$ cat config.mk
export PLATFORM = sky130hd
export DESIGN_NAME = pgdc_top
export DESIGN_NICKNAME = d
export VERILOG_FILES = /design/src/pgdc_top.v /design/src/pgdc_sync.v /design/src/pgdc_gear.v
export VERILOG_INCLUDE_DIRS = /design/src /design/src/src
export SDC_FILE = /design/constraint.sdc
export NUM_CORES = 2
export LEC_CHECK = 0
export BUFFER_PORTS_ARGS = -buffer_cell sky130_fd_sc_hd__buf_4
export CAP_MARGIN = 20
export CORE_MARGIN = 2
export CORE_UTILIZATION = 40
export CTS_CLUSTER_SIZE = 25
export DETAILED_ROUTE_END_ITERATION = 8
export GPL_TIMING_DRIVEN = 0
export PLACE_DENSITY_LB_ADDON = 0.15
export SYNTH_ARGS = -nofsm -noshare
export SYNTH_HDL_FRONTEND = slang
export SYNTH_SLANG_ARGS = --single-unit
export TNS_END_PERCENT = 20
$ cat constraint.sdc
create_clock -name clock -period 11.4 [get_ports clock]
set_clock_uncertainty 0.05 [all_clocks]
set_input_delay 0.57 -clock clock [delete_from_list [all_inputs] [get_ports clock]]
set_output_delay 0.57 -clock clock [all_outputs]
set_load 0.02 [all_outputs]
$ cat src/pgdc_defines.vh
// constants for the pulse gear and deviation clear block
`ifndef PGDC_DEFINES_VH
`define PGDC_DEFINES_VH
// -----------------------------------------------------------------
// register byte offsets
// -----------------------------------------------------------------
`define PGDC_OFS_CTRL 8'h00
`define PGDC_OFS_NUM_SHORT 8'h04
`define PGDC_OFS_DEN_SHORT 8'h08
`define PGDC_OFS_NUM_HIGH 8'h0C
`define PGDC_OFS_NUM_LOW 8'h10
`define PGDC_OFS_DEN_HIGH 8'h14
`define PGDC_OFS_DEN_LOW 8'h18
`define PGDC_OFS_STATUS 8'h1C
`define PGDC_OFS_DEVIATION 8'h20
`define PGDC_OFS_APPLY 8'h24
// -----------------------------------------------------------------
// control fields
// -----------------------------------------------------------------
`define PGDC_CTRL_MODE_LSB 0
`define PGDC_CTRL_WIDTH_BIT 4
`define PGDC_CTRL_SERVO_ON_BIT 8
`define PGDC_CTRL_ZCLAMP_BIT 9
`define PGDC_MODE_SERVO_OFF 2'h0
`define PGDC_MODE_NEVER 2'h1
`define PGDC_MODE_BOTH 2'h2
// -----------------------------------------------------------------
// gear limits and reset values
// -----------------------------------------------------------------
`define PGDC_SHORT_MAX 16'hFFFF
`define PGDC_SHORT_RST 16'h0001
`define PGDC_HALF_MAX 14'h270F
`define PGDC_HALF_SCALE 32'h00002710
`define PGDC_HIGH_RST 14'h0000
`define PGDC_LOW_RST 14'h0001
`define PGDC_RESP_OKAY 2'h0
`define PGDC_RESP_SLVERR 2'h2
`endif

$ cat src/pgdc_top.v
// deviation counter with electronic gear, clear logic and axi4-lite registers
//
// Chosen here: the register addresses and the AXI4-Lite interface to the registers.
`timescale 1ns/1ps
`include "pgdc_defines.vh"
// Overview of operation
// - clear pin low forces deviation to zero
// - clear pin low suspends position loop output
// - servo off keeps pulses unless auto clear
// - mode 0 clears on servo off only
// - mode 1 never clears automatically
// - mode 2 clears on off/overtravel, not clamp
// - width select picks 16 or 32 bit gear
// - short gear 1..65535, default 1, on restart
// - long value is high*10000 plus low
// - gear ratio must stay 0.01 to 100; outside it is only flagged in status, not limited
// - each reference pulse is one reference unit
// - reference unit scaled by b over a
module pgdc_top (
    clock,
    reset_n,
    clock_en,
    ref_step,
    ref_dir,
    deviation_clear_n,
    overtravel,
    fb_step,
    fb_dir,
    s_axi_awaddr,
    s_axi_awvalid,
    s_axi_awready,
    s_axi_wdata,
    s_axi_wstrb,
    s_axi_wvalid,
    s_axi_wready,
    s_axi_bresp,
    s_axi_bvalid,
    s_axi_bready,
    s_axi_araddr,
    s_axi_arvalid,
    s_axi_arready,
    s_axi_rdata,
    s_axi_rresp,
    s_axi_rvalid,
    s_axi_rready,
    deviation_count,
    loop_enable
);
    input wire clock;
    input wire reset_n;
    input wire clock_en;
    input wire ref_step;
    input wire ref_dir;
    input wire deviation_clear_n;
    input wire overtravel;
    input wire fb_step;
    input wire fb_dir;
    input wire [7:0] s_axi_awaddr;
    input wire s_axi_awvalid;
    output reg s_axi_awready;
    input wire [31:0] s_axi_wdata;
    input wire [3:0] s_axi_wstrb;
    input wire s_axi_wvalid;
    output reg s_axi_wready;
    output reg [1:0] s_axi_bresp;
    output reg s_axi_bvalid;
    input wire s_axi_bready;
    input wire [7:0] s_axi_araddr;
    input wire s_axi_arvalid;
    output reg s_axi_arready;
    output reg [31:0] s_axi_rdata;
    output reg [1:0] s_axi_rresp;
    output reg s_axi_rvalid;
    input wire s_axi_rready;
    output reg signed [39:0] deviation_count;
    output reg loop_enable;

    // -----------------------------------------------------------------
    // functions
    // -----------------------------------------------------------------
    function [31:0] compose_long;
        input [13:0] high;
        input [13:0] low;
        begin
            compose_long = high * `PGDC_HALF_SCALE + {18'h00000, low};
        end
    endfunction

    function [31:0] merge_bytes;
        input [31:0] old;
        input [31:0] data;
        input [3:0] strb;
        integer i;
        begin
            merge_bytes = old;
            for (i = 0; i < 4; i = i + 1) begin
                if (strb[i]) begin
                    merge_bytes[i*8 +: 8] = data[i*8 +: 8];
                end
            end
        end
    endfunction

    // -----------------------------------------------------------------
    // pin synchronisers
    // -----------------------------------------------------------------
    wire [5:0] pins_sync;
    pgdc_sync #(
        .WIDTH(6),
        .RST_VAL(6'h08)
    ) u_sync (
        .clock(clock),
        .reset_n(reset_n),
        .enable(clock_en),
        .async_in({fb_dir, fb_step, deviation_clear_n, overtravel, ref_dir, ref_step}),
        .sync_out(pins_sync)
    );
    wire ref_step_s = pins_sync[0];
    wire ref_dir_s = pins_sync[1];
    wire overtravel_s = pins_sync[2];
    wire clear_n_s = pins_sync[3];
    wire fb_step_s = pins_sync[4];
    wire fb_dir_s = pins_sync[5];
    reg ref_step_d_ff;
    reg fb_step_d_ff;
    wire ref_edge = ref_step_s & ~ref_step_d_ff;
    wire fb_edge = fb_step_s & ~fb_step_d_ff;

    // -----------------------------------------------------------------
    // parameter registers: software copies and restart-applied copies
    // -----------------------------------------------------------------
    reg [1:0] mode_ff;
    reg width_sel_ff;
    reg servo_on_ff;
    reg zclamp_ff;
    reg [15:0] num_short_ff;
    reg [15:0] den_short_ff;
    reg [13:0] num_high_ff;
    reg [13:0] num_low_ff;
    reg [13:0] den_high_ff;
    reg [13:0] den_low_ff;
    reg width_act_ff;
    reg [31:0] num_act_ff;
    reg [31:0] den_act_ff;
    reg apply_ff;
    reg ratio_bad_ff;

    // restart: new gear values come in only on reset release or apply write
    wire [31:0] num_new = width_sel_ff ? compose_long(num_high_ff, num_low_ff) : {16'h0000, num_short_ff};
    wire [31:0] den_new = width_sel_ff ? compose_long(den_high_ff, den_low_ff) : {16'h0000, den_short_ff};
    // ratio check: 100*b >= a and b <= 100*a
    wire [39:0] num_x100 = {8'h00, num_act_ff} * 40'h0000000064;
    wire [39:0] den_x100 = {8'h00, den_act_ff} * 40'h0000000064;
    wire ratio_bad = (num_x100 < {8'h00, den_act_ff}) || ({8'h00, num_act_ff} > den_x100) || (den_act_ff == 32'h0);

    // -----------------------------------------------------------------
    // clear decision
    // -----------------------------------------------------------------
    reg auto_clear;
    always @* begin
        case (mode_ff)
            `PGDC_MODE_SERVO_OFF: auto_clear = ~servo_on_ff;
            `PGDC_MODE_NEVER: auto_clear = 1'b0;
            `PGDC_MODE_BOTH: auto_clear = (~servo_on_ff | overtravel_s) & ~zclamp_ff;
            default: auto_clear = 1'b0;
        endcase
    end
    wire pin_clear = ~clear_n_s;
    wire any_clear = pin_clear | auto_clear;

    // -----------------------------------------------------------------
    // gear scaler
    // -----------------------------------------------------------------
    wire gear_valid;
    wire signed [33:0] gear_count;
    pgdc_gear #(
        .W(32)
    ) u_gear (
        .clock(clock),
        .reset_n(reset_n),
        .enable(clock_en),
        .clear(any_clear),
        .step(ref_edge),
        .dir(ref_dir_s),
        .num_b(num_act_ff),
        .den_a(den_act_ff),
        .out_valid(gear_valid),
        .out_count(gear_count)
    );

    // -----------------------------------------------------------------
    // deviation counter
    // -----------------------------------------------------------------
    wire signed [39:0] add_term = gear_valid ? {{6{gear_count[33]}}, gear_count} : 40'sh0000000000;
    wire signed [39:0] sub_term = fb_edge ? (fb_dir_s ? -40'sh0000000001 : 40'sh0000000001) : 40'sh0000000000;
    always @(posedge clock or negedge reset_n) begin
        if (!reset_n) begin
            deviation_count <= 40'sh0000000000;
            loop_enable <= 1'b0;
            ref_step_d_ff <= 1'b0;
            fb_step_d_ff <= 1'b0;
        end else if (clock_en) begin
            ref_step_d_ff <= ref_step_s;
            fb_step_d_ff <= fb_step_s;
            if (any_clear) begin
                deviation_count <= 40'sh0000000000;
            end else begin
                deviation_count <= deviation_count + add_term - sub_term;
            end
            loop_enable <= ~pin_clear & servo_on_ff;
        end
    end

    // -----------------------------------------------------------------
    // axi4-lite slave
    // -----------------------------------------------------------------
    reg aw_hold_ff;
    reg w_hold_ff;
    reg [7:0] aw_addr_ff;
    reg [31:0] w_data_ff;
    reg [3:0] w_strb_ff;
    wire aw_fire = s_axi_awvalid & s_axi_awready;
    wire w_fire = s_axi_wvalid & s_axi_wready;
    wire have_aw = aw_hold_ff | aw_fire;
    wire have_w = w_hold_ff | w_fire;
    wire [7:0] wr_addr = aw_hold_ff ? aw_addr_ff : s_axi_awaddr;
    wire [31:0] wr_data = w_hold_ff ? w_data_ff : s_axi_wdata;
    wire [3:0] wr_strb = w_hold_ff ? w_strb_ff : s_axi_wstrb;
    wire do_write = have_aw & have_w & ~s_axi_bvalid;
    wire [31:0] ctrl_word = {22'h000000, zclamp_ff, servo_on_ff, 3'h0, width_sel_ff, 2'h0, mode_ff};
    wire [31:0] wr_merged = wr_addr == `PGDC_OFS_CTRL ? merge_bytes(ctrl_word, wr_data, wr_strb) :
        merge_bytes(32'h00000000, wr_data, wr_strb);
    wire wr_hit = (wr_addr <= `PGDC_OFS_APPLY) && (wr_addr[1:0] == 2'h0) && (wr_addr != `PGDC_OFS_STATUS)
        && (wr_addr != `PGDC_OFS_DEVIATION);

    always @(posedge clock or negedge reset_n) begin
        if (!reset_n) begin
            s_axi_awready <= 1'b0;
            s_axi_wready <= 1'b0;
            s_axi_bvalid <= 1'b0;
            s_axi_bresp <= `PGDC_RESP_OKAY;
            aw_hold_ff <= 1'b0;
            w_hold_ff <= 1'b0;
            aw_addr_ff <= 8'h00;
            w_data_ff <= 32'h00000000;
            w_strb_ff <= 4'h0;
            mode_ff <= `PGDC_MODE_SERVO_OFF;
            width_sel_ff <= 1'b0;
            servo_on_ff <= 1'b0;
            zclamp_ff <= 1'b0;
            num_short_ff <= `PGDC_SHORT_RST;
            den_short_ff <= `PGDC_SHORT_RST;
            num_high_ff <= `PGDC_HIGH_RST;
            num_low_ff <= `PGDC_LOW_RST;
            den_high_ff <= `PGDC_HIGH_RST;
            den_low_ff <= `PGDC_LOW_RST;
            apply_ff <= 1'b1;
            width_act_ff <= 1'b0;
            num_act_ff <= 32'h00000001;
            den_act_ff <= 32'h00000001;
            ratio_bad_ff <= 1'b0;
        end else if (clock_en) begin
            s_axi_awready <= ~have_aw & ~s_axi_bvalid;
            s_axi_wready <= ~have_w & ~s_axi_bvalid;
            apply_ff <= 1'b0;
            ratio_bad_ff <= ratio_bad;
            if (apply_ff) begin
                width_act_ff <= width_sel_ff;
                num_act_ff <= num_new;
                den_act_ff <= den_new;
            end
            if (aw_fire) begin
                aw_hold_ff <= 1'b1;
                aw_addr_ff <= s_axi_awaddr;
            end
            if (w_fire) begin
                w_hold_ff <= 1'b1;
                w_data_ff <= s_axi_wdata;
                w_strb_ff <= s_axi_wstrb;
            end
            if (s_axi_bvalid && s_axi_bready) begin
                s_axi_bvalid <= 1'b0;
            end
            if (do_write) begin
                aw_hold_ff <= 1'b0;
                w_hold_ff <= 1'b0;
                s_axi_awready <= 1'b0;
                s_axi_wready <= 1'b0;
                s_axi_bvalid <= 1'b1;
                s_axi_bresp <= wr_hit ? `PGDC_RESP_OKAY : `PGDC_RESP_SLVERR;
                case (wr_addr)
                    `PGDC_OFS_CTRL: begin
                        mode_ff <= wr_merged[`PGDC_CTRL_MODE_LSB +: 2];
                        width_sel_ff <= wr_merged[`PGDC_CTRL_WIDTH_BIT];
                        servo_on_ff <= wr_merged[`PGDC_CTRL_SERVO_ON_BIT];
                        zclamp_ff <= wr_merged[`PGDC_CTRL_ZCLAMP_BIT];
                    end
                    // zero is outside 1..max and is refused silently
                    `PGDC_OFS_NUM_SHORT: if (wr_merged[15:0] != 16'h0000) num_short_ff <= wr_merged[15:0];
                    `PGDC_OFS_DEN_SHORT: if (wr_merged[15:0] != 16'h0000) den_short_ff <= wr_merged[15:0];
                    `PGDC_OFS_NUM_HIGH: if (wr_merged[13:0] <= `PGDC_HALF_MAX) num_high_ff <= wr_merged[13:0];
                    `PGDC_OFS_NUM_LOW: if (wr_merged[13:0] <= `PGDC_HALF_MAX) num_low_ff <= wr_merged[13:0];
                    `PGDC_OFS_DEN_HIGH: if (wr_merged[13:0] <= `PGDC_HALF_MAX) den_high_ff <= wr_merged[13:0];
                    `PGDC_OFS_DEN_LOW: if (wr_merged[13:0] <= `PGDC_HALF_MAX) den_low_ff <= wr_merged[13:0];
                    `PGDC_OFS_APPLY: apply_ff <= wr_merged[0];
                    default: begin
                    end
                endcase
            end
        end
    end

    // read channel
    reg [31:0] rd_word;
    reg rd_hit;
    always @* begin
        rd_hit = 1'b1;
        case (s_axi_araddr)
            `PGDC_OFS_CTRL: rd_word = ctrl_word;
            `PGDC_OFS_NUM_SHORT: rd_word = {16'h0000, num_short_ff};
            `PGDC_OFS_DEN_SHORT: rd_word = {16'h0000, den_short_ff};
            `PGDC_OFS_NUM_HIGH: rd_word = {18'h00000, num_high_ff};
            `PGDC_OFS_NUM_LOW: rd_word = {18'h00000, num_low_ff};
            `PGDC_OFS_DEN_HIGH: rd_word = {18'h00000, den_high_ff};
            `PGDC_OFS_DEN_LOW: rd_word = {18'h00000, den_low_ff};
            `PGDC_OFS_STATUS: rd_word = {27'h0000000, width_act_ff, ratio_bad_ff, any_clear, loop_enable, pin_clear};
            `PGDC_OFS_DEVIATION: rd_word = deviation_count[31:0];
            `PGDC_OFS_APPLY: rd_word = 32'h00000000;
            default: begin
                rd_word = 32'h00000000;
                rd_hit = 1'b0;
            end
        endcase
    end

    always @(posedge clock or negedge reset_n) begin
        if (!reset_n) begin
            s_axi_arready <= 1'b0;
            s_axi_rvalid <= 1'b0;
            s_axi_rdata <= 32'h00000000;
            s_axi_rresp <= `PGDC_RESP_OKAY;
        end else if (clock_en) begin
            s_axi_arready <= ~s_axi_rvalid & ~(s_axi_arvalid & s_axi_arready);
            if (s_axi_arvalid && s_axi_arready) begin
                s_axi_rvalid <= 1'b1;
                s_axi_rdata <= rd_word;
                s_axi_rresp <= rd_hit ? `PGDC_RESP_OKAY : `PGDC_RESP_SLVERR;
            end else if (s_axi_rvalid && s_axi_rready) begin
                s_axi_rvalid <= 1'b0;
            end
        end
    end
endmodule // pgdc_top

$ cat src/pgdc_sync.v
// two-flop synchroniser for asynchronous pins
`timescale 1ns/1ps
module pgdc_sync #(
    parameter WIDTH = 1,
    parameter [WIDTH-1:0] RST_VAL = {WIDTH{1'b0}}
) (
    clock,
    reset_n,
    enable,
    async_in,
    sync_out
);
    input wire clock;
    input wire reset_n;
    input wire enable;
    input wire [WIDTH-1:0] async_in;
    output wire [WIDTH-1:0] sync_out;
    reg [WIDTH-1:0] meta_ff;
    reg [WIDTH-1:0] sync_ff;
    always @(posedge clock or negedge reset_n) begin
        if (!reset_n) begin
            meta_ff <= RST_VAL;
            sync_ff <= RST_VAL;
        end else if (enable) begin
            meta_ff <= async_in;
            sync_ff <= meta_ff;
        end
    end
    assign sync_out = sync_ff;
endmodule // pgdc_sync

$ cat src/pgdc_gear.v
// gear scaler: one reference unit becomes b/a encoder counts with remainder carry
`timescale 1ns/1ps
module pgdc_gear #(
    parameter W = 32
) (
    clock,
    reset_n,
    enable,
    clear,
    step,
    dir,
    num_b,
    den_a,
    out_valid,
    out_count
);
    input wire clock;
    input wire reset_n;
    input wire enable;
    input wire clear;
    input wire step;
    input wire dir;
    input wire [W-1:0] num_b;
    input wire [W-1:0] den_a;
    output reg out_valid;
    output reg signed [W+1:0] out_count;
    // serial divide: accumulator holds fraction*a, whole counts emitted per pulse
    reg [W:0] rem_ff;
    reg [W:0] work_ff;
    reg [W:0] quot_ff;
    reg busy_ff;
    reg dir_ff;
    wire [W+1:0] sum = {1'b0, rem_ff} + {2'b0, num_b};
    always @(posedge clock or negedge reset_n) begin
        if (!reset_n) begin
            rem_ff <= {(W+1){1'b0}};
            work_ff <= {(W+1){1'b0}};
            quot_ff <= {(W+1){1'b0}};
            busy_ff <= 1'b0;
            dir_ff <= 1'b0;
            out_valid <= 1'b0;
            out_count <= {(W+2){1'b0}};
        end else if (enable) begin
            out_valid <= 1'b0;
            if (clear) begin
                rem_ff <= {(W+1){1'b0}};
                busy_ff <= 1'b0;
            end else if (!busy_ff && step) begin
                work_ff <= sum[W:0];
                quot_ff <= {(W+1){1'b0}};
                dir_ff <= dir;
                busy_ff <= 1'b1;
            end else if (busy_ff) begin
                // ratio only flagged above 100, not limited; loop ends within about 100 cycles only while the ratio stays at most 100
                if (work_ff >= {1'b0, den_a}) begin
                    work_ff <= work_ff - {1'b0, den_a};
                    quot_ff <= quot_ff + {{W{1'b0}}, 1'b1};
                end else begin
                    rem_ff <= work_ff;
                    busy_ff <= 1'b0;
                    out_valid <= 1'b1;
                    out_count <= dir_ff ? -$signed({1'b0, quot_ff}) : $signed({1'b0, quot_ff});
                end
            end
        end
    end
endmodule // pgdc_gear

## Word-level counts from Yosys, hierarchy flattened

Cells that the tools add are included.

| word-level totals | value |
|---|---|
| word-level logic and storage cells | 202 |
| bits in registers | 438 |
| input port bits | 66 |

| cells by class | value |
|---|---|
| equality and inequality tests | 21 |
| reductions and logical operators | 44 |
| order comparisons | 5 |
| multiplexer cells | 50 |
| add/subtract/negate cells | 8 |
| multiply operators | 4 |
| bitwise gates (word level) | 29 |

Operator list:

| operator | count |
|---|---|
| $mux 33 | 10 |
| $pmux 32 s9 | 1 |
| $mux 40 | 4 |
| $mul 32x5->37 const B | 2 |
| $add 28x14->29 | 2 |
| $mux 29 | 2 |
| $eq 8x5->1 const B | 7 |
| $mul 14x10->24 const B | 2 |
| $add 40x40->40 | 1 |
| $mux 8 | 5 |
| $sub 40x40->40 | 1 |
| $gt 32x39->1 | 1 |
| $lt 39x32->1 | 1 |
| $mux 34 | 1 |
| $neg 33->34 | 1 |
| $add 33x1->33 const B | 1 |
| $add 33x32->33 | 1 |
| $ge 33x32->1 | 1 |
| $sub 33x32->33 | 1 |
| $eq 8x4->1 const B | 4 |
| $logic_not 32->1 | 1 |
| $mux 32 | 1 |
| $reduce_and 4->1 | 8 |
| $eq 8x6->1 const B | 3 |
| 26 further kinds | 99 |

## Depth between registers and ports, before layout

| depth | value |
|---|---|
| depth in word-level cells | 7 |
| gate-level depth with buffers | 26 |

## Cells and area by module

From an unflattened synthesis, not the netlist that was laid out.

| unflattened totals | value |
|---|---|
| cell total of the unflattened synthesis | 4379 |
| area total of the unflattened synthesis | 38405.6 sq um |

By module, submodules not included:

| module | seq. area each (sq um) | area each (sq um) | cells an instance | instances |
|---|---|---|---|---|
| pgdc_top | 6615.1 | 28103.2 | 3163 | 1 |
| pgdc_gear | 3403.3 | 9815.7 | 1191 | 1 |
| pgdc_sync | 302.8 | 486.7 | 25 | 1 |

## Worst setup path after synthesis

Ideal clock, no wire load.

| timing | value |
|---|---|
| path type | reg-to-reg |
| start point | reg num_high_ff[4] |
| end point | reg num_act_ff[26] |
| path slack | 5.847 ns |
| arrival time | 5.362 ns |
| cell stages (with the launch flop) | 23 |
| period minus slack after synthesis | 5.553 ns |
| library setup time | 0.141 ns |
| required time | 11.209 ns |
| buffers on the path | 0 |
| cells stage by stage | dfrtp_1 > inv_1 > fa_1 > inv_1 > ha_1 > inv_1 > fa_1 > inv_1 > ha_1 > inv_1 > fa_1 > inv_1 > ha_1 > a21o_1 > nor3_2 > a211oi_1 > or2_1 > o311ai_1 > inv_2 > or4_1 > or3b_1 > xor2_1 > o22ai_1 |

| on the way | value |
|---|---|
| longest elaborated chain between the ends | 3 |

Ends and longest elaborated chain:

| what | RTL line | text |
|---|---|---|
| from (decl) | pgdc_top.v:138 | `reg [13:0] num_high_ff;` |
| from (signal assigned) | pgdc_top.v:253 | `` num_high_ff <= `PGDC_HIGH_RST; `` |
| from (signal assigned) | pgdc_top.v:301 | `` `PGDC_OFS_NUM_HIGH: if (wr_merged[13:0] <= `PGDC_HALF_MAX) num_high_ff <= wr_merged[13:0]; `` |
| $mul 14x10->24 (no line) | n/a |  |
| $add 28x14->29 | pgdc_top.v:85 | `` compose_long = high * `PGDC_HALF_SCALE + {18'h00000, low}; `` |
| $mux 29 | pgdc_top.v:149 | `wire [31:0] num_new = width_sel_ff ? compose_long(num_high_ff, num_low_ff) : {16'h0000, num_short_ff};` |
| to (signal assigned) | pgdc_top.v:269 | `num_act_ff <= num_new;` |
| to (decl) | pgdc_top.v:143 | `reg [31:0] num_act_ff;` |

Every way passes these cells.
A chain may end at the register's enable or synchronous reset.

## Worst setup path in the final report

| timing | value |
|---|---|
| start point | reg num_high_ff[5] |
| end point | reg num_act_ff[26] |

The elaborated chain is that of the path after synthesis.

==> reports/qor.csv <==
stage,metric,value,unit
floorplanning,dieArea,98000,um2
pwr,combPwrFrac,62.9,%
setup_path,critPathCaptureType,flip-flop,
timing,report.final.slew_viol_count,0,
synth,synth_seq_cells,412,
clock_tree,cts.sinks,412,
clock_tree,cts.clk_slew.worst_paths,0.06,ns
timing,fin_crit,6.660,ns
timing,hold_ws,0.09719,ns
place,hpwl,95910,um
clock_tree,cts_tree,built,
final_layout,nets,5247,
detailed_routing,drc_errors,0,
synth,syn_inst,4335,
floorplanning,rows,113,
global_route,grt_pass1_wl,188500,um
hold_path,hp-class,primary input to flip-flop,
setup_path,cp_slowest_cell,nor4b_1,
pwr,clkPwrFrac,18.8,%
detailed_routing,drt_iter0_drc,2043,
pwr,switchingPower,4.556,mW
final_layout,multi_input_comb_area,25040,um2
pwr,power.internal,5.113,mW
synth,async_reset_ff_share,100.0,%
clock_tree,numCtsBuffers,52,
setup_path,crit_chain,inv_1 -> fa_1 -> inv_1 -> ha_1 -> inv_1 -> fa_1 -> inv_1 -> ha_1 -> inv_1 -> fa_1 -> inv_1 -> ha_1 -> o211ai_1 -> a21o_1 -> a211oi_1 -> o2111ai_1 -> o32ai_1 -> a31oi_1 -> nor4b_1 -> or3b_1 -> xor2_1 -> o22ai_1,
synth,synth_area_leader_cell,dfrtp_1,
floorplanning,ios,148,
timing,fin_ws,4.740,ns
place,dpl_worst_slack,4.866,ns
setup_path,start_kind,flip-flop,
setup_path,path_max_fanout,5,
clock_tree,postCtsSetupBuffers,0,
synth,synth_edf_count,0,
final_layout,antennaDiodeCount,0,
clock_tree,cts_root_buf,clkbuf_16,
timing,fmax,150.1,MHz
detailed_routing,drtAntennaViolNets,0,
detailed_routing,dr.pass1.iters,6,
timing,hold_violations,0,
pwr,pwr-share-seq,18.2,%
global_route,gr-total-overflow,0,
place,gp_congestion,0.8950,
synth,netlist_top_cells_count,"inv_1 (601), ha_1 (503), dfrtp_1 (403)",
timing,finalCritPeriodShare,58.42,%
setup_path,path_class,flip-flop to flip-flop,
pwr,switching_share,47.12,%
detailed_routing,avgViaCountPerCell,5.472,
outcome,status,finished clean,
timing,setup_tns,0,ns
pwr,pwr_density_cell,225.9,nW/um2
clock_tree,htreeDepth,2,
synth,synth_ff_type,dfrtp_1,
timing,rsz0062_at_grt,no,
job,max-cap-violations,0,
global_route,grt_pass1_vias,32057,
synth,synth_most_common_cell,inv_1,
synth,ys_top_cells_by_area,"dfrtp_1 (26%), ha_1 (16%), fa_1 (7.8%)",
pwr,p_leak,21.14,nW
global_route,grt_usage,24.70,%
timing,setup_violations,0,
final_layout,syn_to_final_growth,12.04,%
setup_path,crit_buf_inv,6,
final_layout,fill_cells,9439,
detailed_routing,wire_per_inst,20.59,um
floorplanning,die_x,313.1,um
place,port_buffers,125,
detailed_routing,num_vias,31927,
setup_path,critical_path_arrival,7.08,ns
final_layout,regArea,10320,um2
pwr,ir_drop,368.5,uV
floorplanning,coreArea,94870,um2
detailed_routing,wl,120200,um
synth,avgSynthCellArea,8.814,um2
synth,ys_seq_area_share,27.01,%
clock_tree,insertion_delay,0.66,ns
synth,synth-warning-count,0,
setup_path,crit_required,11.82,ns
timing,tightest_slew,1.176,ns
clock_tree,clockBufferDepth,3,
final_layout,drive_above_1_share,8.556,%
global_route,grt_antenna_before_repair,1,
floorplanning,dieHeight,313.1,um
floorplanning,start_util,40.27,%
setup_path,slowest_delay,0.85,ns
setup_path,cp_common_cell,inv_1,
synth,ys_types,98,
global_route,grt_max_degree,115,
synth,syn_area,38210,um2
timing,relSlewSlack,21.60,%
setup_path,critPathTopFamily,adder cells,
synth,netlist.area_leader.share,26.40,%
==> sequential cells by signal (all words and copies together) (netlist names), 8 cells and up <==
name / flops
den_short_ff: 16
deviation_count: 40
u_gear.out_count: 34
den_low_ff: 14
aw_addr_ff: 8
s_axi_rdata: 32
u_gear.work_ff: 33
num_high_ff: 14
den_high_ff: 14
num_short_ff: 16
u_gear.quot_ff: 33
den_act_ff: 29
w_data_ff: 16
u_gear.rem_ff: 33
num_act_ff: 29
num_low_ff: 14
==> path summary, 6_finish.rpt <==
| check | start | endpoint | slack (ns) | cells after the start |
|---|---|---|---|---|
| setup reg to reg | num_high_ff[5]$_DFFE_PN0P_ | num_act_ff[26]$_DFFE_PN0P_ | 4.74 | 22 |
| hold / removal | overtravel | u_sync.meta_ff[2]$_DFFE_PN0P_ | 0.1 | 2 |
| min in group asynchronous | reset_n | num_act_ff[27]$_DFFE_PN0P_ | 0.27 | 2 |
| max in group asynchronous | reset_n | deviation_count[32]$_DFFE_PN0P_ | 9.30 | 5 |
| hold reg to reg | s_axi_rdata[12]$_DFFE_PN0P_ | s_axi_rdata[12]$_DFFE_PN0P_ | 0.43 | 1 |
| setup / recovery | num_high_ff[5]$_DFFE_PN0P_ | num_act_ff[26]$_DFFE_PN0P_ | 4.74 | 22 |
==> metrics by stage <==
step                      cell area (um2)  instances  power, mW  utilization [%]
after floorplan                     38210       4336      6.192                -
after global placement              40730       5726      7.780            42.93
after detailed placement            40930       5738      7.834            43.14
after CTS                           42800       5834      9.692            45.11
after global routing                42810       5835      10.52            45.12
final                               42810       5835      9.669            45.12
==> cell usage in the layout, fill, tap and decap left out, types with 48 or more instances in the layout <==
cell type | netlist | layout
a21o_1 | 103 | 103
a21oi_1 | 240 | 240
a31oi_1 | 50 | 50
buf_4 | 4 | 131
clkbuf_1 | 121 | 134
clkbuf_16 | 0 | 52
dfrtp_1 | 403 | 403
fa_1 | 149 | 149
ha_1 | 503 | 503
inv_1 | 601 | 601
mux2_2 | 105 | 105
nand2_1 | 367 | 367
nand3_1 | 82 | 82
nand4_1 | 54 | 54
nor2_1 | 258 | 258
nor3_1 | 51 | 51
o21ai_0 | 269 | 267
o22ai_1 | 48 | 48
xnor2_1 | 153 | 153
xor2_1 | 99 | 99
==> final cells by class <==
type | count | share of cell area (%)
plain buffers | 148 | 1.391
clock inverters | 19 | 0.8476
well taps | 1265 | 3.697
clock buffers | 76 | 3.507
repair buffers | 139 | 2.680
flip-flops and latches | 412 | 24.11
multi-input cells | 3174 | 58.49
inverters | 602 | 5.279
==> cells by family (layout without fill, tap and decap cells) <==
group / after synthesis / in the layout / synth area share [%]
flip-flops: 412 / 412 / 27.01
AND/OR/NAND/NOR: 1045 / 1045 / 12.99
other: 1 / 2 / 0.009815
AO/OA/AOI/OAI: 1066 / 1066 / 17.97
adder cells (fa/ha/maj): 652 / 652 / 24.28
XOR/XNOR: 252 / 252 / 5.777
multiplexers: 157 / 157 / 4.490
buffers and inverters: 750 / 984 / 7.473
==> worst register-to-register path: stages, from the launching register on <==
cell       delay (ns)
dfrtp_1          0.58
inv_1            0.22
fa_1             0.56
inv_1            0.05
ha_1             0.26
inv_1            0.05
fa_1             0.52
inv_1            0.04
ha_1             0.28
inv_1            0.05
fa_1             0.49
inv_1            0.04
ha_1             0.38
o211ai_1         0.12
a21o_1           0.22
a211oi_1         0.45
o2111ai_1        0.16
o32ai_1          0.15
a31oi_1          0.11
nor4b_1          0.85
or3b_1           0.46
xor2_1           0.27
o22ai_1          0.10
==> repair_timing <==
item / CTS / global route
gates resized for setup: 0 / 0
endpoints found under the hold margin: 31 / 0
hold buffers: 1 / 0
==> power groups by stage <==
stage | Clock, mW | Combinational (mW) | Sequential, mW
2_1_floorplan | 0 | 4.46 | 1.74
3_3_place_gp | 0 | 6.00 | 1.78
3_5_place_dp | 0 | 6.05 | 1.79
4_1_cts | 1.85 | 6.08 | 1.76
5_1_grt | 1.91 | 6.83 | 1.78
6_report | 1.82 | 6.09 | 1.76
==> metal layers <==
| layer | vias up | GRT usage (%) | share of wire (%) |
|---|---|---|---|
| li1 | 15498 | - | - |
| met1 | 15460 | 34.33 | 46 |
| met2 | 801 | 39.46 | 45 |
| met3 | 168 | 3.705 | 5.5 |
| met4 | 0 | 7.938 | 3.5 |
| met5 | - | 0 | 0 |
Power figures use the tool's default switching activity.
